`src/design/tdc_regs_pkg.sv`:
```
// Register map, reset values and field helpers for the converter slice.
// Assumes a single clock domain; pins are synchronised before use.
package tdc_regs_pkg;
    // ************************************************
    // Register offsets
    // ************************************************
    localparam logic [5:0] ADDR_OVF_HI  = 6'h06;
    localparam logic [5:0] ADDR_OVF_LO  = 6'h07;
    localparam logic [5:0] ADDR_GATE_HI = 6'h08;
    localparam logic [5:0] ADDR_GATE_LO = 6'h09;
    localparam logic [5:0] ADDR_INT1    = 6'h10;
    localparam logic [5:0] ADDR_CNT1    = 6'h11;
    localparam logic [5:0] ADDR_INT2    = 6'h12;
    localparam logic [5:0] ADDR_CNT2    = 6'h13;
    // ************************************************
    // Reset values and layout
    // ************************************************
    localparam logic [7:0]  OVF_RST    = 8'hFF;
    localparam logic [7:0]  GATE_RST   = 8'h00;
    localparam logic [23:0] RES_RST    = 24'h000000;
    localparam int          PAR_BIT    = 23;
    localparam int          INT_W      = 23;
    localparam int          CNT_W      = 16;
    localparam int          CMD_BITS   = 8;
    localparam int          DATA_BITS  = 8;
    localparam int          CMD_WR_BIT = 6;
    localparam int          REF_DIV_DEF = 8;
    localparam logic [5:0]  BITS_MAX   = 6'h3F;

    // Parity bit makes the data bits plus parity even
    function automatic logic [23:0] pack_interval(input logic [INT_W-1:0] v);
        return {^v, v};
    endfunction : pack_interval

    function automatic logic [23:0] pack_count(input logic [CNT_W-1:0] v);
        return {^v, 7'h00, v};
    endfunction : pack_count

    function automatic logic is_wide(input logic [5:0] a);
        return (a >= ADDR_INT1) && (a <= ADDR_CNT2);
    endfunction : is_wide
endpackage : tdc_regs_pkg

```
`src/design/reg_access_if.sv`:
```
// Register access path between the serial port and the register bank.
// Assumes both ends run on the same clock.
`timescale 1ns/1ps
`default_nettype none
interface reg_access_if;
    logic [5:0]  addr;
    logic        wr;
    logic [7:0]  wdata;
    logic [23:0] rdata;
    modport regs   (input addr, input wr, input wdata, output rdata);
    modport serial (output addr, output wr, output wdata, input rdata);
endinterface : reg_access_if
`default_nettype wire

```
`src/design/pin_sync.sv`:
```
// Two-flop synchroniser for a group of pin inputs.
// Assumes the inputs are asynchronous to clk.
`timescale 1ns/1ps
`default_nettype none
module pin_sync #(
    parameter int W = 1
) (
    input  wire logic         clk,
    input  wire logic         rst,
    input  wire logic         ce,
    input  wire logic [W-1:0] d,
    output var  logic [W-1:0] q
);
    typedef struct packed {
        logic [W-1:0] s1;
        logic [W-1:0] s2;
    } sync_t;
    sync_t s_q;
    sync_t s_d;

    always_comb
    begin
        s_d.s1 = d;
        s_d.s2 = s_q.s1;
    end

    always_ff @(posedge clk or posedge rst)
    begin
        if (rst)
            s_q <= '0;
        else if (ce)
            s_q <= s_d;
    end

    assign q = s_q.s2;
endmodule : pin_sync
`default_nettype wire

```
`src/design/serial_port.sv`:
```
// Serial register port: command byte, then one write byte or read data.
// Assumes synchronised chip select, clock and data; mode 0, MSB first.
`timescale 1ns/1ps
`default_nettype none
module serial_port
    import tdc_regs_pkg::*;
(
    input  wire logic  clk,
    input  wire logic  rst,
    input  wire logic  ce,
    input  wire logic  cs_n,
    input  wire logic  sclk,
    input  wire logic  sdi,
    output var  logic  sdo,
    output var  logic  sdo_oe_n,
    reg_access_if.serial bus
);
    typedef struct packed {
        logic        sclk_prev;
        logic [5:0]  bits;
        logic [7:0]  sh_in;
        logic [5:0]  addr;
        logic        is_wr;
        logic [23:0] sh_out;
        logic        sdo;
        logic        oe_n;
        logic        wr;
        logic [7:0]  wdata;
    } spi_t;
    localparam spi_t S_RST = '{oe_n: 1'b1, default: '0};
    spi_t s_q;
    spi_t s_d;
    logic rise;
    logic fall;
    logic [7:0] nxt;
    logic [23:0] rd_al;

    assign rise  = sclk & ~s_q.sclk_prev;
    assign fall  = ~sclk & s_q.sclk_prev;
    assign nxt   = {s_q.sh_in[6:0], sdi};
    assign rd_al = is_wide(s_q.addr) ? bus.rdata : {bus.rdata[7:0], 16'h0000};

    always_comb
    begin
        s_d = s_q;
        s_d.wr = 1'b0;
        s_d.sclk_prev = sclk;
        s_d.oe_n = cs_n;
        if (cs_n)
        begin
            // Deselected: frame state dropped, pin released
            s_d.bits = '0;
            s_d.sdo = 1'b0;
        end
        else
        begin
            if (rise)
            begin
                s_d.sh_in = nxt;
                if (s_q.bits != BITS_MAX)
                    s_d.bits = s_q.bits + 6'h01;
                if (s_q.bits == 6'(CMD_BITS - 1))
                begin
                    s_d.is_wr = nxt[CMD_WR_BIT];
                    s_d.addr = nxt[5:0];
                end
                if (s_q.is_wr && s_q.bits == 6'(CMD_BITS + DATA_BITS - 1))
                begin
                    s_d.wr = 1'b1;
                    s_d.wdata = nxt;
                end
            end
            // Read data is loaded on the first falling edge after the command
            if (fall && !s_q.is_wr && s_q.bits >= 6'(CMD_BITS))
            begin
                if (s_q.bits == 6'(CMD_BITS))
                begin
                    s_d.sdo = rd_al[23];
                    s_d.sh_out = {rd_al[22:0], 1'b0};
                end
                else
                begin
                    s_d.sdo = s_q.sh_out[23];
                    s_d.sh_out = {s_q.sh_out[22:0], 1'b0};
                end
            end
        end
    end

    always_ff @(posedge clk or posedge rst)
    begin
        if (rst)
            s_q <= S_RST;
        else if (ce)
            s_q <= s_d;
    end

    assign sdo       = s_q.sdo;
    assign sdo_oe_n  = s_q.oe_n;
    assign bus.addr  = s_q.addr;
    assign bus.wr    = s_q.wr;
    assign bus.wdata = s_q.wdata;

    // ************************************************
    // Checks
    // ************************************************
    deselect_quiet_a: assert property (@(posedge clk) disable iff (rst)
        ce && cs_n |=> sdo_oe_n && !bus.wr)
        else $error("serial port active while deselected");
    write_cover_c: cover property (@(posedge clk) disable iff (rst) bus.wr);
endmodule : serial_port
`default_nettype wire

```
`src/design/tdc_slice.sv`:
```
// Converter slice top: pins, register bank and the clock-count engine.
// Assumes clk is the measurement reference; pins are asynchronous.
`timescale 1ns/1ps
`default_nettype none
module tdc_slice
    import tdc_regs_pkg::*;
#(
    parameter int REF_DIV = REF_DIV_DEF
) (
    input  wire logic clk,
    input  wire logic rst,
    input  wire logic ce,
    input  wire logic converter_chip_select_n,
    input  wire logic sclk,
    input  wire logic sdi,
    output var  logic sdo,
    output var  logic sdo_oe_n,
    input  wire logic start_pin,
    input  wire logic stop_pin,
    input  wire logic arm,
    input  wire logic flag_clear,
    output var  logic clock_overflow_status_flag,
    output var  logic meas_busy,
    output var  logic meas_done
);
    localparam int DIV_W = $clog2(REF_DIV + 1);

    typedef enum logic [1:0] {IDLE, ARMED, RUN} phase_t;

    typedef struct packed {
        logic [7:0]       ovf_hi;
        logic [7:0]       ovf_lo;
        logic [7:0]       gate_hi;
        logic [7:0]       gate_lo;
        logic [23:0]      int1;
        logic [23:0]      cnt1;
        logic [23:0]      int2;
        logic [23:0]      cnt2;
        phase_t           phase;
        logic [CNT_W-1:0] count;
        logic [INT_W-1:0] elapsed;
        logic [DIV_W-1:0] div;
        logic             slot;
        logic             start_prev;
        logic             stop_prev;
        logic             ovf_flag;
        logic             done;
    } state_t;

    localparam state_t S_RST = '{
        ovf_hi:  OVF_RST,
        ovf_lo:  OVF_RST,
        gate_hi: GATE_RST,
        gate_lo: GATE_RST,
        int1:    RES_RST,
        cnt1:    RES_RST,
        int2:    RES_RST,
        cnt2:    RES_RST,
        phase:   IDLE,
        default: '0
    };

    state_t s_q;
    state_t s_d;

    // ************************************************
    // Pins and serial port
    // ************************************************
    logic [4:0] pins_s;
    logic       sel_s;
    logic       sclk_s;
    logic       sdi_s;
    logic       start_s;
    logic       stop_s;

    pin_sync #(
        .W (5)
    ) u_sync (
        .clk (clk),
        .rst (rst),
        .ce  (ce),
        // Select is synced active high so the cleared flops read as deselected
        .d   ({~converter_chip_select_n, sclk, sdi, start_pin, stop_pin}),
        .q   (pins_s)
    );

    assign {sel_s, sclk_s, sdi_s, start_s, stop_s} = pins_s;

    reg_access_if bus ();

    serial_port u_port (
        .clk      (clk),
        .rst      (rst),
        .ce       (ce),
        .cs_n     (~sel_s),
        .sclk     (sclk_s),
        .sdi      (sdi_s),
        .sdo      (sdo),
        .sdo_oe_n (sdo_oe_n),
        .bus      (bus.serial)
    );

    // ************************************************
    // Engine helpers
    // ************************************************
    logic [CNT_W-1:0] ovf_limit;
    logic [CNT_W-1:0] stop_gate;
    logic             start_rise;
    logic             stop_rise;
    logic             over;
    logic             capture;

    assign ovf_limit  = {s_q.ovf_hi, s_q.ovf_lo};
    assign stop_gate  = {s_q.gate_hi, s_q.gate_lo};
    assign start_rise = start_s & ~s_q.start_prev;
    assign stop_rise  = stop_s & ~s_q.stop_prev;
    assign over       = (s_q.phase == RUN) && (s_q.count > ovf_limit);
    // Stops before the gate count are simply dropped
    assign capture    = (s_q.phase == RUN) && !over && stop_rise
                        && (s_q.count >= stop_gate);

    // ************************************************
    // Next state
    // ************************************************
    always_comb
    begin
        s_d = s_q;
        s_d.done = 1'b0;
        s_d.start_prev = start_s;
        s_d.stop_prev = stop_s;
        if (bus.wr)
        begin
            // Result registers and unmapped offsets ignore writes
            case (bus.addr)
                ADDR_OVF_HI:  s_d.ovf_hi = bus.wdata;
                ADDR_OVF_LO:  s_d.ovf_lo = bus.wdata;
                ADDR_GATE_HI: s_d.gate_hi = bus.wdata;
                ADDR_GATE_LO: s_d.gate_lo = bus.wdata;
                default:      ;
            endcase
        end
        // Clear first so a same-cycle overflow still sets the flag
        if (flag_clear)
            s_d.ovf_flag = 1'b0;
        unique case (s_q.phase)
            IDLE:
            begin
                if (arm)
                begin
                    s_d.phase = ARMED;
                    s_d.slot = 1'b0;
                end
            end
            ARMED:
            begin
                if (start_rise)
                begin
                    s_d.phase = RUN;
                    s_d.count = '0;
                    s_d.elapsed = '0;
                    s_d.div = '0;
                end
            end
            RUN:
            begin
                if (over)
                begin
                    // Overflow ends the run in the same cycle
                    s_d.ovf_flag = 1'b1;
                    s_d.phase = IDLE;
                    s_d.done = 1'b1;
                end
                else
                begin
                    // Unsigned cycle count, saturating at full scale
                    if (s_q.elapsed != {INT_W{1'b1}})
                        s_d.elapsed = s_q.elapsed + 1'b1;
                    if (s_q.div == DIV_W'(REF_DIV - 1))
                    begin
                        s_d.div = '0;
                        if (s_q.count != {CNT_W{1'b1}})
                            s_d.count = s_q.count + 1'b1;
                    end
                    else
                        s_d.div = s_q.div + 1'b1;
                    if (capture)
                    begin
                        if (!s_q.slot)
                        begin
                            s_d.int1 = pack_interval(s_q.elapsed);
                            s_d.cnt1 = pack_count(s_q.count);
                            s_d.slot = 1'b1;
                        end
                        else
                        begin
                            s_d.int2 = pack_interval(s_q.elapsed);
                            s_d.cnt2 = pack_count(s_q.count);
                            s_d.phase = IDLE;
                            s_d.done = 1'b1;
                        end
                    end
                end
            end
        endcase
    end

    always_ff @(posedge clk or posedge rst)
    begin
        if (rst)
            s_q <= S_RST;
        else if (ce)
            s_q <= s_d;
    end

    // ************************************************
    // Read path
    // ************************************************
    always_comb
    begin
        case (bus.addr)
            ADDR_OVF_HI:  bus.rdata = {16'h0000, s_q.ovf_hi};
            ADDR_OVF_LO:  bus.rdata = {16'h0000, s_q.ovf_lo};
            ADDR_GATE_HI: bus.rdata = {16'h0000, s_q.gate_hi};
            ADDR_GATE_LO: bus.rdata = {16'h0000, s_q.gate_lo};
            ADDR_INT1:    bus.rdata = s_q.int1;
            ADDR_CNT1:    bus.rdata = s_q.cnt1;
            ADDR_INT2:    bus.rdata = s_q.int2;
            ADDR_CNT2:    bus.rdata = s_q.cnt2;
            default:      bus.rdata = '0;
        endcase
    end

    assign clock_overflow_status_flag = s_q.ovf_flag;
    assign meas_busy = (s_q.phase != IDLE);
    assign meas_done = s_q.done;

    // ************************************************
    // Checks
    // ************************************************
    limit_low_write_a: assert property (@(posedge clk) disable iff (rst)
        ce && bus.wr && bus.addr == ADDR_OVF_LO |=> s_q.ovf_lo == $past(bus.wdata))
        else $error("overflow limit low byte not written");
    limit_high_write_a: assert property (@(posedge clk) disable iff (rst)
        ce && bus.wr && bus.addr == ADDR_OVF_HI |=> s_q.ovf_hi == $past(bus.wdata))
        else $error("overflow limit high byte not written");
    gate_high_write_a: assert property (@(posedge clk) disable iff (rst)
        ce && bus.wr && bus.addr == ADDR_GATE_HI |=> s_q.gate_hi == $past(bus.wdata))
        else $error("stop gate high byte not written");
    gate_low_write_a: assert property (@(posedge clk) disable iff (rst)
        ce && bus.wr && bus.addr == ADDR_GATE_LO |=> s_q.gate_lo == $past(bus.wdata))
        else $error("stop gate low byte not written");
    interval_parity_a: assert property (@(posedge clk) disable iff (rst)
        (bus.addr == ADDR_INT1 || bus.addr == ADDR_INT2)
        |-> bus.rdata[PAR_BIT] == ^bus.rdata[INT_W-1:0])
        else $error("interval parity wrong");
    count_reserved_a: assert property (@(posedge clk) disable iff (rst)
        (bus.addr == ADDR_CNT1 || bus.addr == ADDR_CNT2)
        |-> bus.rdata[22:16] == 7'h00 && bus.rdata[PAR_BIT] == ^bus.rdata[CNT_W-1:0])
        else $error("count reserved bits or parity wrong");
    first_capture_a: assert property (@(posedge clk) disable iff (rst)
        ce && capture && !s_q.slot
        |=> s_q.cnt1[CNT_W-1:0] == $past(s_q.count) && s_q.int1[INT_W-1:0] == $past(s_q.elapsed))
        else $error("first result pair not captured");
    second_capture_a: assert property (@(posedge clk) disable iff (rst)
        ce && capture && s_q.slot
        |=> s_q.cnt2[CNT_W-1:0] == $past(s_q.count) && s_q.phase == IDLE && meas_done)
        else $error("second result pair not captured");
    elapsed_step_a: assert property (@(posedge clk) disable iff (rst)
        ce && s_q.phase == RUN && !over && s_q.elapsed != {INT_W{1'b1}}
        |=> s_q.elapsed == INT_W'($past(s_q.elapsed) + 1'b1))
        else $error("interval count did not step by one");
    overflow_stop_a: assert property (@(posedge clk) disable iff (rst)
        ce && over |=> clock_overflow_status_flag && !meas_busy && meas_done)
        else $error("overflow did not stop the run");
    gate_block_a: assert property (@(posedge clk) disable iff (rst)
        ce && s_q.phase == RUN && !over && stop_rise && s_q.count < stop_gate
        |=> $stable(s_q.int1) && $stable(s_q.int2) && $stable(s_q.slot))
        else $error("stop accepted before gate count");
    overflow_cover_c: cover property (@(posedge clk) disable iff (rst) ce && over);
    two_stops_cover_c: cover property (@(posedge clk) disable iff (rst)
        ce && capture && s_q.slot);
    gated_stop_cover_c: cover property (@(posedge clk) disable iff (rst)
        ce && s_q.phase == RUN && stop_rise && s_q.count < stop_gate);
endmodule : tdc_slice
`default_nettype wire

```
`config.mk`:
```
export PLATFORM = sky130hd
export DESIGN_NAME = tdc_slice
export DESIGN_NICKNAME = d
export VERILOG_FILES = /design/src/design/tdc_regs_pkg.sv /design/src/design/reg_access_if.sv /design/src/design/pin_sync.sv /design/src/design/serial_port.sv /design/src/design/tdc_slice.sv
export SDC_FILE = /design/constraint.sdc
export NUM_CORES = 1
export LEC_CHECK = 0
export BUFFER_PORTS_ARGS = -buffer_cell sky130_fd_sc_hd__buf_4
export CAP_MARGIN = 20
export CORE_MARGIN = 2
export CORE_UTILIZATION = 45
export DETAILED_ROUTE_END_ITERATION = 10
export PLACE_DENSITY = 0.6
export SYNTH_ARGS = -nofsm -noshare
export SYNTH_HDL_FRONTEND = slang
export SYNTH_SLANG_ARGS = --single-unit
```
`constraint.sdc`:
```
create_clock -name clk -period 9.66 [get_ports clk]
set_input_delay 1.932 -clock clk [delete_from_list [all_inputs] [get_ports clk]]
set_output_delay 1.932 -clock clk [all_outputs]
set_load 0.005 [all_outputs]
```
# Yosys cells after proc, flatten, opt, wreduce, memory -nomap -nowiden
# Index checks and enable logic that the tools add are counted.
# W data, S select, Z words.
dict set report op_classes {
  addsub 4
  n_reduce_logical 33
  bitwise_logic 12
  mux 33
  magnitude_cmp 5
  eq_ne 29
}
# operator n
set op_table {}
lappend op_table {{$pmux W24 S8} 1}
lappend op_table {{$pmux W43 S2} 1}
lappend op_table {{$mux W45} 1}
lappend op_table {{$mux W44} 1}
lappend op_table {{$mux W16} 2}
lappend op_table {{$mux W9} 3}
lappend op_table {{$mux W25} 1}
lappend op_table {{$reduce_and A5 Y1} 5}
lappend op_table {{$eq A6 B4 Y1 const B} 4}
lappend op_table {{$eq A6 B5 Y1 const B} 4}
lappend op_table {{$mux W24} 1}
lappend op_table {{$add A23 B1 Y23 const B} 1}
lappend op_table {{$mux W23} 1}
lappend op_table {{$ne A23 B23 Y1 const B} 1}
lappend op_table {{$reduce_xor A23 Y1} 1}
lappend op_table {{$mux W21} 1}
lappend op_table {{$reduce_and A3 Y1} 7}
lappend op_table {{$eq A6 B3 Y1 const B} 3}
lappend op_table {{$add A16 B1 Y16 const B} 1}
lappend op_table {{$ge A16 B16 Y1} 1}
lappend op_table {{$gt A16 B16 Y1} 1}
lappend op_table {{$ne A16 B16 Y1 const B} 1}
lappend op_table {{$reduce_xor A16 Y1} 1}
lappend op_table {{$mux W6} 2}
lappend op_table {{27 further kinds} 70}
dict set report word_totals {
  elab_cells 145
  in_bits 10
  regBits 231
  output_inout_bits 5
}

# Logic depth before layout (Yosys ltp)
# Gate-level depths: netlist of the first run.
dict set report depth {
  ltp_word 9
  depth_mapped 11
  ltp_nobuf 9
}

# Hierarchy
# From an unflattened synthesis of the first run, not the netlist that was laid out.
dict set report hier_totals {
  hier_cells 1097
  area_unflattened_um2 12396.9
}
# module cells_per_inst area_per_inst_um2 seq_area_each_um2 instances
set modules_own_cells {}
lappend modules_own_cells {tdc_slice 822 9132.5 4124.0 1}
lappend modules_own_cells {serial_port 253 2849.0 1377.6 1}
lappend modules_own_cells {pin_sync 22 415.4 250.2 1}

# Least setup slack after synthesis of the first run
# No wires, ideal clock.
dict set report synth_path {
  kind {input -> register}
  startpoint {input port ce}
  endpoint {register u_port.s_q (netlist bit u_port.bus.wdata[0])}
  n_path_buf 2
  slack_ps 6102
  setup_time_ps 125
  t_arrival_ps 3434
  required_ps 9535
  stages 7
  cell_sequence {nand2_1 -> or2_2 -> clkbuf_1 -> nor3_1 -> and3_1 -> clkbuf_1 -> mux2_2}
}
dict set report synth_between {
  elab_chain_len 1
}
# item line
set synth_rtl {}
lappend synth_rtl {{from (decl)} tdc_slice.sv:12} ;# input wire logic ce,
lappend synth_rtl {{$reduce_and A4 Y1 (no line)} --}
lappend synth_rtl {{to (signal assigned)} serial_port.sv:93} ;# s_q <= S_RST;
lappend synth_rtl {{to (signal assigned)} serial_port.sv:95} ;# s_q <= s_d;
lappend synth_rtl {{to (decl)} serial_port.sv:31} ;# spi_t s_q;
# No other way between the ends.
# A chain may end at the register's enable or synchronous reset.

# Final worst setup path of the first run
dict set report layout_path {
  startpoint {input port ce}
  endpoint {register s_q[80] in the netlist's numbering}
}
dict set report layout_between {
  elab_chain_len 1
}
# item line
set layout_rtl {}
lappend layout_rtl {{$reduce_and A5 Y1 (no line)} --}
lappend layout_rtl {{to (signal assigned)} tdc_slice.sv:210} ;# s_q <= S_RST;
lappend layout_rtl {{to (signal assigned)} tdc_slice.sv:212} ;# s_q <= s_d;
lappend layout_rtl {{to (decl)} tdc_slice.sv:63} ;# state_t s_q;
# No other way between the ends.

==> results of run 1 <==
## flip-flops by register name, summed over array words and instances (netlist names)
register / cells
u_port.s_q: 31
u_sync.q: 5
u_port.bus.wdata: 8
u_sync.s_d: 5
meas_done: 1
clock_overflow_status_flag: 1
ovf_limit: 16
u_port.bus.wr: 1
u_port.sdo_oe_n: 1
u_port.nxt: 7
s_q: 146
u_port.bus.addr: 6
u_port.sdo: 1
## logic make-up (layout without fill, tap and decap cells)
| logic type | Yosys count | in the layout |
|---|---|---|
| compound gates | 183 | 183 |
| xor+xnor | 40 | 40 |
| fa+ha+maj | 57 | 57 |
| buf+inv | 97 | 120 |
| flops | 229 | 229 |
| mux | 164 | 164 |
| simple gates | 240 | 240 |
## worst max-delay path, delay by kind of cell
| kind | cells | cell delay, ns |
|---|---|---|
| buf+inv | 2 | 0.60 |
| mux | 1 | 0.42 |
| simple gates | 1 | 0.18 |
| compound gates | 1 | 0.93 |
## metal layers
| layer | share of wire [%] | vias to the layer above | track usage, % |
|---|---|---|---|
| li1 | - | 3683 | - |
| met5 | 0 | - | 0 |
| met4 | 1.8 | 0 | 4.82 |
| met1 | 48 | 4028 | 30.4 |
| met3 | 3.5 | 34 | 2.64 |
| met2 | 47 | 138 | 33.6 |
## through the flow
stage          area [um2]  hold WS [ns]  util [%]
2_1_floorplan       11600         0.448         -
3_3_place_gp        12000         0.459      47.6
3_5_place_dp        12000         0.474      47.6
4_1_cts             12900         0.488      51.0
5_1_grt             12900         0.514      51.0
6_report            12900         0.478      51.0
## synthesized netlist by cell type (8+ instances only)
cell      number
buf_2         13
inv_1         50
nor2_1        68
o21ai_0       63
a21oi_1       39
or3_1         13
ha_1          57
a22oi_1       15
nand4_1       13
a221oi_1      12
and3_1        12
nand2_1       63
xor2_1        19
mux2i_1       10
nor3_1         8
nand3_1       22
o211ai_1      13
dfrtp_1      212
xnor2_1       21
clkbuf_1      30
mux4_2        17
mux2_2       137
dfstp_2       17
## report_power, final
group	leakage (nW)	switching [mW]	internal [mW]
Combinational	2.45	0.177	0.0969
Clock	0.407	0.397	0.581
Sequential	3.04	0.0427	0.996
## area by class of cell
cell class	count	area [um2]	area share, %
Inverter	50	195	1.51
Clock inverter	11	124	0.961
Sequential cell	229	5750	44.6
Tap cell	330	413	3.20
Clock buffer	35	726	5.63
Multi-Input combinational cell	684	5500	42.7
Timing Repair Buffer	24	180	1.40
## worst min-delay path by stage
stage,slack [ns],end,cells past startpoint
after global placement,0.46,u_sync.q[1],2
after CTS,0.49,u_sync.q[1],2
after floorplan,0.45,u_sync.s_d[4],2
after global routing,0.51,s_q[100],1
final,0.48,u_sync.q[1],2
after detailed placement,0.47,u_sync.q[1],2
==> report_table.html, run 1 <==
<table>
<tr><th>Metric</th><th>Value</th></tr>
<tr><th colspan="2">Job</th></tr>
<tr><td>Number of max-cap violations</td><td>0</td></tr>
<tr><th colspan="2">Floorplan</th></tr>
<tr><td>Initial cell density of the core</td><td>46.0%</td></tr>
<tr><td>Overall die area</td><td>0.0271 mm2</td></tr>
<tr><td>Number of cell rows</td><td>58</td></tr>
<tr><td>Core Area</td><td>0.0253 mm2</td></tr>
<tr><td>Die outline height</td><td>165 um</td></tr>
<tr><td>Die X</td><td>165 um</td></tr>
<tr><td>Ports</td><td>15</td></tr>
<tr><th colspan="2">Timing</th></tr>
<tr><td>Post-route clock period utilization</td><td>38.5%</td></tr>
<tr><td>Unrepaired setup endpoints after global routing</td><td>false</td></tr>
<tr><td>Worst slew pin tran</td><td>1.07 ns</td></tr>
<tr><td>Setup skew after layout</td><td>0.0159 ns</td></tr>
<tr><td>Final hold violation count</td><td>0</td></tr>
<tr><td>Final setup vio count</td><td>0</td></tr>
<tr><td>Max-slew violations</td><td>0</td></tr>
<tr><td>Worst setup slack after layout</td><td>5.94 ns</td></tr>
<tr><td>Setup TNS</td><td>0 ns</td></tr>
<tr><td>Minimum clock period</td><td>3.72 ns</td></tr>
<tr><td>Remaining max-slew budget at the tightest pin</td><td>28.8%</td></tr>
<tr><td>Peak clock frequency supported by timing</td><td>269 MHz</td></tr>
<tr><th colspan="2">Clocking</th></tr>
<tr><td>Clock transition at the registers of the reported paths</td><td>0.06 ns</td></tr>
<tr><td>Cts repair resizes</td><td>0</td></tr>
<tr><td>Clk sinks</td><td>229</td></tr>
<tr><td>Clock tree from TritonCTS</td><td>built</td></tr>
<tr><td>Total clock buffers created by CTS</td><td>26</td></tr>
<tr><td>H-tree levels</td><td>1</td></tr>
<tr><td>Maximum number of buffers from clock root to sink</td><td>3</td></tr>
<tr><td>Clock latency at the later pin of the worst-skew pair</td><td>0.53 ns</td></tr>
<tr><td>Post-CTS setup-driven buffer insertion count</td><td>0</td></tr>
<tr><td>Hold_buf cts</td><td>0</td></tr>
<tr><td>Buffer type at the clock tree root</td><td>clkbuf_16</td></tr>
<tr><th colspan="2">Yosys</th></tr>
<tr><td>Combinational family with the most area after synthesis</td><td>multiplexers</td></tr>
<tr><td>Cell taking the most area after synthesis</td><td>dfrtp_1</td></tr>
<tr><td>Yosys warns</td><td>0</td></tr>
<tr><td>Area share of xor/xnor cells in the synthesized design</td><td>3.01%</td></tr>
<tr><td>Most used flip-flop cell after synthesis</td><td>dfrtp_1</td></tr>
<tr><td>Cell count after synthesis</td><td>1010</td></tr>
<tr><td>Post-Syn Area per Cell</td><td>11.5 um2</td></tr>
<tr><td>Syn Std Cell Area</td><td>0.0116 mm2</td></tr>
<tr><td>Flip-flop and latch count after synthesis</td><td>229</td></tr>
<tr><td>Count of distinct cell types in the synthesized netlist</td><td>67</td></tr>
<tr><td>Top post-synthesis cells by area</td><td>dfrtp_1 46%, mux2_2 13%, ha_1 6.1%</td></tr>
<tr><td>Share of the synthesized area in the top cell type</td><td>45.7%</td></tr>
<tr><td>Fraction of synthesized area in multiplexers</td><td>17.4%</td></tr>
<tr><td>Number of enable flip-flop cells after synthesis</td><td>0</td></tr>
<tr><td>Fraction of registers with async set/reset</td><td>100%</td></tr>
<tr><td>Area fraction in compound gates after synthesis</td><td>10.1%</td></tr>
<tr><td>Simple-gate share of the synthesized area</td><td>10.4%</td></tr>
<tr><td>Synthesized net count</td><td>1077</td></tr>
<tr><td>Share of synthesized cell area in full adder, half adder and majority cells</td><td>6.14%</td></tr>
<tr><td>Sequential element share of the synthesized area</td><td>49.5%</td></tr>
<tr><th colspan="2">Finish</th></tr>
<tr><td>Filler cells</td><td>2263</td></tr>
<tr><td>Finished Layout Cells</td><td>1363</td></tr>
<tr><td>Top library cells by usage in the layout, fill and taps aside</td><td>212 x dfrtp_1, 137 x mux2_2, 66 x nor2_1</td></tr>
<tr><td>Share of final-layout standard cells stronger than drive strength 1</td><td>24.6%</td></tr>
<tr><td>Total Nets Final</td><td>1082</td></tr>
<tr><td>Most common library cell in the layout ignoring fill and taps</td><td>dfrtp_1</td></tr>
<tr><td>Layout overhead on the synthesized area</td><td>10.9%</td></tr>
<tr><td>ANT cells</td><td>0</td></tr>
<tr><th colspan="2">Routing</th></tr>
<tr><td>Post-route ant nets</td><td>0</td></tr>
<tr><td>Iteration count of the initial detailed-routing pass</td><td>5</td></tr>
<tr><td>DRC marker count from the first detailed-route iteration</td><td>549</td></tr>
<tr><td>Via count</td><td>7883</td></tr>
<tr><td>Detailed-route vias per instance</td><td>5.78</td></tr>
<tr><td>Wirelength per Cell</td><td>19.9 um</td></tr>
<tr><td>Total wirelength of the detailed-routed design</td><td>27200 um</td></tr>
<tr><td>Number of remaining DRC errors</td><td>0</td></tr>
<tr><th colspan="2">Critical path</th></tr>
<tr><td>Startpoint kind of the worst setup timing path</td><td>input port</td></tr>
<tr><td>Depth of the most critical reg-to-reg path</td><td>8</td></tr>
<tr><td>Arrival time of data at the critical path endpoint</td><td>4.11 ns</td></tr>
<tr><td>CP peak stage delay</td><td>0.93 ns</td></tr>
<tr><td>Master of the slowest instance on the critical path</td><td>o2111a_2</td></tr>
<tr><td>Crit Reg-Reg Startpoint</td><td>s_q[45]</td></tr>
<tr><td>Internal reg-to-reg setup slack</td><td>6.05 ns</td></tr>
<tr><td>Worst reg2reg path endpoint</td><td>s_q[80]</td></tr>
<tr><td>Capturing element of the worst setup path</td><td>s_q[80]</td></tr>
<tr><td>Crit path max fanout</td><td>43</td></tr>
<tr><td>Cell-by-cell listing of the critical path</td><td>buf_4 -&gt; inv_1 -&gt; nor2_1 -&gt; o2111a_2 -&gt; mux2_2</td></tr>
<tr><td>Crit. Startpoint</td><td>ce</td></tr>
<tr><td>Type of element capturing the critical path</td><td>flip-flop</td></tr>
<tr><td>Startpoint-to-endpoint class of the critical path</td><td>input port to flip-flop</td></tr>
<tr><td>Data required time of the worst path</td><td>10.06 ns</td></tr>
<tr><th colspan="2">Min path</th></tr>
<tr><td>Min-Delay Startpoint</td><td>u_sync.s_d[1]</td></tr>
<tr><td>Path type of the worst min-delay path</td><td>flip-flop to flip-flop</td></tr>
<tr><th colspan="2">GRT</th></tr>
<tr><td>Remaining Overflow, GRT</td><td>0</td></tr>
<tr><td>Pin count of the biggest net entering global routing</td><td>89</td></tr>
<tr><td>Number of antenna violations at the first check in global routing</td><td>0</td></tr>
<tr><td>First-pass GRT wire length</td><td>44000 um</td></tr>
<tr><td>Via count of the first global-routing pass</td><td>7784</td></tr>
<tr><td>Total GRT Usage</td><td>20.9%</td></tr>
<tr><th colspan="2">Place</th></tr>
<tr><td>I/O Buffers</td><td>14</td></tr>
<tr><td>Final GP Congestion</td><td>0.820</td></tr>
<tr><td>Worst setup timing slack at the placement stage</td><td>5.40 ns</td></tr>
<tr><td>Post-DP HPWL</td><td>18900 um</td></tr>
<tr><td>Cell count after placement</td><td>1316</td></tr>
<tr><th colspan="2">Run status</th></tr>
<tr><td>Result of the run</td><td>completed</td></tr>
<tr><th colspan="2">Power</th></tr>
<tr><td>P_leak</td><td>5.90 nW</td></tr>
<tr><td>Peak supply drop</td><td>0.000112 V</td></tr>
<tr><td>Power density over the cells</td><td>178 mW/mm2</td></tr>
<tr><td>Power Total</td><td>2.29 mW</td></tr>
</table>
(Power assumes the default switching activity.)
==> run 2, diff against run 1 <==
==> constraint.sdc (replaced) <==
create_clock -name clk -period 3.85 [get_ports clk]
set_input_delay 0.77 -clock clk [delete_from_list [all_inputs] [get_ports clk]]
set_output_delay 0.77 -clock clk [all_outputs]
set_load 0.005 [all_outputs]
==> report_table.html, run 2 (same netlist as run 1, synthesis figures left out) <==
<table>
<tr><th>Metric</th><th>Value</th></tr>
<tr><th colspan="2">Power</th></tr>
<tr><td>Power density over the cells</td><td>442 mW/mm2 (+150%)</td></tr>
<tr><td>Peak supply drop</td><td>0.000324 V (+190%)</td></tr>
<tr><td>Power Total</td><td>5.83 mW (+150%)</td></tr>
<tr><td>Portion of total power attributed to sequential cells</td><td>44.8% (-0.5 points)</td></tr>
<tr><td>P_leak</td><td>6.05 nW (+2.6%)</td></tr>
<tr><td>Switching share of total power</td><td>26.4% (-0.55 points)</td></tr>
<tr><td>Cell-internal power</td><td>4.29 mW (+160%)</td></tr>
<tr><td>Switching power</td><td>1.54 mW (+150%)</td></tr>
<tr><td>Proportion of power drawn by combinational gates</td><td>12.1% (about the same)</td></tr>
<tr><td>Portion of total power attributed to the clock network</td><td>43.1% (+0.4 points)</td></tr>
<tr><th colspan="2">Floorplan</th></tr>
<tr><td>Ports</td><td>15 (unchanged)</td></tr>
<tr><td>Core Area</td><td>0.0253 mm2 (unchanged)</td></tr>
<tr><td>Initial cell density of the core</td><td>46.0% (unchanged)</td></tr>
<tr><td>Die X</td><td>165 um (unchanged)</td></tr>
<tr><td>Die outline height</td><td>165 um (unchanged)</td></tr>
<tr><td>Overall die area</td><td>0.0271 mm2 (unchanged)</td></tr>
<tr><td>Number of cell rows</td><td>58 (unchanged)</td></tr>
<tr><th colspan="2">Timing</th></tr>
<tr><td>Final setup vio count</td><td>0 (unchanged)</td></tr>
<tr><td>Worst setup slack after layout</td><td>0.665 ns (-5.28 ns)</td></tr>
<tr><td>Peak clock frequency supported by timing</td><td>314 MHz</td></tr>
<tr><td>Remaining max-slew budget at the tightest pin</td><td>29.1% (+0.26 points)</td></tr>
<tr><td>Max-slew violations</td><td>0 (unchanged)</td></tr>
<tr><td>Final hold violation count</td><td>0 (unchanged)</td></tr>
<tr><td>Unrepaired setup endpoints after global routing</td><td>false</td></tr>
<tr><td>Worst Hold Margin</td><td>0.162 ns (-0.316 ns)</td></tr>
<tr><td>Worst slew pin tran</td><td>1.06 ns (-0.00775 ns)</td></tr>
<tr><td>Setup skew after layout</td><td>0.0129 ns (-0.00293 ns)</td></tr>
<tr><td>Setup TNS</td><td>0 ns (unchanged)</td></tr>
<tr><td>Post-route clock period utilization</td><td>82.7%</td></tr>
<tr><td>Minimum clock period</td><td>3.19 ns</td></tr>
<tr><th colspan="2">Critical path</th></tr>
<tr><td>Depth of the most critical reg-to-reg path</td><td>10 (+2)</td></tr>
<tr><td>Internal reg-to-reg setup slack</td><td>0.66 ns (-5.39 ns)</td></tr>
<tr><td>Capturing element of the worst setup path</td><td>s_q[40]</td></tr>
<tr><td>Data required time of the worst path</td><td>4.29 ns (-5.77 ns)</td></tr>
<tr><td>Master of the slowest instance on the critical path</td><td>dfstp_2</td></tr>
<tr><td>Buffer and inverter count on the worst path</td><td>2 (unchanged)</td></tr>
<tr><td>Startpoint kind of the worst setup timing path</td><td>flip-flop</td></tr>
<tr><td>Cell-by-cell listing of the critical path</td><td>inv_1 -&gt; ha_1 -&gt; nand4_1 -&gt; or3_4 -&gt; nor3_4 -&gt; or2b_2 -&gt; o211ai_1 -&gt; buf_4 -&gt; or3_1 -&gt; a21oi_1</td></tr>
<tr><td>Number of cells on the critical path</td><td>10 (+5)</td></tr>
<tr><td>Startpoint-to-endpoint class of the critical path</td><td>flip-flop to flip-flop</td></tr>
<tr><td>CP peak stage delay</td><td>0.55 ns (-0.38 ns)</td></tr>
<tr><td>CP delay by family, top</td><td>simple AND/OR/NAND/NOR gates</td></tr>
<tr><td>Type of element capturing the critical path</td><td>flip-flop</td></tr>
<tr><td>Arrival time of data at the critical path endpoint</td><td>3.62 ns (-0.49 ns)</td></tr>
<tr><td>Crit Reg-Reg Startpoint</td><td>ovf_limit[14]</td></tr>
<tr><td>Worst reg2reg path endpoint</td><td>s_q[40]</td></tr>
<tr><td>Crit. Startpoint</td><td>ovf_limit[14]</td></tr>
<tr><td>Crit path max fanout</td><td>24 (-44%)</td></tr>
<tr><th colspan="2">Finish</th></tr>
<tr><td>Largest register by flop count</td><td>s_q</td></tr>
<tr><td>Finished Layout Cells</td><td>1383 (+1.5%)</td></tr>
<tr><td>Filler cells</td><td>2237 (-1.1%)</td></tr>
<tr><td>Post-route standard cell area excluding fillers</td><td>0.0132 mm2 (+2.2%)</td></tr>
<tr><td>Most common library cell in the layout ignoring fill and taps</td><td>dfrtp_1</td></tr>
<tr><td>Share of final-layout standard cells stronger than drive strength 1</td><td>26.2% (+1.6 points)</td></tr>
<tr><td>Layout overhead on the synthesized area</td><td>13.3%</td></tr>
<tr><td>ANT cells</td><td>0 (unchanged)</td></tr>
<tr><td>Top library cells by usage in the layout, fill and taps aside</td><td>212 x dfrtp_1, 137 x mux2_2, 66 x nor2_1</td></tr>
<tr><td>Total Nets Final</td><td>1100 (+1.7%)</td></tr>
<tr><td>Max reg flops</td><td>146 (unchanged)</td></tr>
<tr><td>Final core utilization</td><td>52.1% (+1.1 points)</td></tr>
<tr><th colspan="2">Routing</th></tr>
<tr><td>Via count</td><td>7940 (+0.72%)</td></tr>
<tr><td>Total wirelength of the detailed-routed design</td><td>27800 um (+2.3%)</td></tr>
<tr><td>Wirelength per Cell</td><td>20.1 um (+0.82%)</td></tr>
<tr><td>Post-route ant nets</td><td>0 (unchanged)</td></tr>
<tr><td>Iteration count of the initial detailed-routing pass</td><td>5 (unchanged)</td></tr>
<tr><td>Detailed-route vias per instance</td><td>5.74 (-0.73%)</td></tr>
<tr><td>DRC marker count from the first detailed-route iteration</td><td>572 (+4.2%)</td></tr>
<tr><td>Number of remaining DRC errors</td><td>0 (unchanged)</td></tr>
<tr><th colspan="2">Run status</th></tr>
<tr><td>Result of the run</td><td>completed</td></tr>
<tr><th colspan="2">Place</th></tr>
<tr><td>Final GP Congestion</td><td>0.842 (+2.7%)</td></tr>
<tr><td>Worst setup timing slack at the placement stage</td><td>0.711 ns (-4.69 ns)</td></tr>
<tr><td>Post-DP HPWL</td><td>19800 um (+4.6%)</td></tr>
<tr><td>Cell count after placement</td><td>1334 (+1.4%)</td></tr>
<tr><td>I/O Buffers</td><td>14 (unchanged)</td></tr>
<tr><td>Post-placement cell area</td><td>0.0123 mm2 (+1.9%)</td></tr>
<tr><th colspan="2">GRT</th></tr>
<tr><td>Remaining Overflow, GRT</td><td>0 (unchanged)</td></tr>
<tr><td>Pin count of the biggest net entering global routing</td><td>44 (-51%)</td></tr>
<tr><td>Number of antenna violations at the first check in global routing</td><td>0 (unchanged)</td></tr>
<tr><td>First-pass GRT wire length</td><td>44700 um (+1.5%)</td></tr>
<tr><td>Via count of the first global-routing pass</td><td>7769 (-0.19%)</td></tr>
<tr><td>Total GRT Usage</td><td>21.4% (+0.47 points)</td></tr>
<tr><th colspan="2">Clocking</th></tr>
<tr><td>Total clock buffers created by CTS</td><td>26 (unchanged)</td></tr>
<tr><td>Clock transition at the registers of the reported paths</td><td>0.06 ns (about the same)</td></tr>
<tr><td>Clock latency at the later pin of the worst-skew pair</td><td>0.53 ns (about the same)</td></tr>
<tr><td>H-tree levels</td><td>1 (unchanged)</td></tr>
<tr><td>Hold_buf cts</td><td>0 (unchanged)</td></tr>
<tr><td>Cts repair resizes</td><td>0 (unchanged)</td></tr>
<tr><td>Maximum number of buffers from clock root to sink</td><td>3 (unchanged)</td></tr>
<tr><td>Buffer type at the clock tree root</td><td>clkbuf_16</td></tr>
<tr><td>Clock tree from TritonCTS</td><td>built</td></tr>
<tr><td>Clk sinks</td><td>229 (unchanged)</td></tr>
<tr><td>Post-CTS setup-driven buffer insertion count</td><td>0 (unchanged)</td></tr>
<tr><th colspan="2">Min path</th></tr>
<tr><td>Path type of the worst min-delay path</td><td>input port to asynchronous set/reset pin</td></tr>
<tr><th colspan="2">Job</th></tr>
<tr><td>Number of max-cap violations</td><td>0 (unchanged)</td></tr>
</table>
==> run 2: power groups by stage <==
stage	Clock (mW)	Sequential, mW	Combinational [mW]
2_1_floorplan	0	2.61	0.489
3_3_place_gp	0	2.65	0.697
3_5_place_dp	0	2.65	0.710
4_1_cts	2.57	2.61	0.715
5_1_grt	2.68	2.62	0.782
6_report	2.51	2.61	0.706
==> run 2: layout make-up <==
cell class	count	area (um2)	share of cell area [%]
Sequential cell	229	5750	43.7
Multi-Input combinational cell	684	5500	41.7
Clock buffer	37	773	5.87
Timing Repair Buffer	42	428	3.25
Tap cell	330	413	3.14
Inverter	50	191	1.45
Clock inverter	11	114	0.865
==> run 2: worst min path at each step <==
stage,endpoint,cells past startpoint,slack (ns)
4_1_cts,u_sync.s_d[4],2,0.42
3_3_place_gp,u_port.s_q[28],2,0.46
3_5_place_dp,u_port.s_q[28],2,0.47
6_report,u_port.s_q[53],2,0.16
5_1_grt,u_port.s_q[55],2,0.16
2_1_floorplan,u_sync.s_d[4],2,0.45
==> run 2: routing by layer <==
layer  wire length (um)  GRT usage (%)
met1              13100           31.1
met2              13300           34.8
met3                936           2.44
met4                434           4.43
met5                  0              0
==> run 2: worst register-to-register path: cells and delay by family, from the launching register on <==
family                   cells  cell delay (ns)
buffers and inverters        2             0.28
AND/OR/NAND/NOR              5             1.68
flip-flops                   1             0.55
AO/OA/AOI/OAI                2             0.29
adder cells (fa/ha/maj)      1             0.30
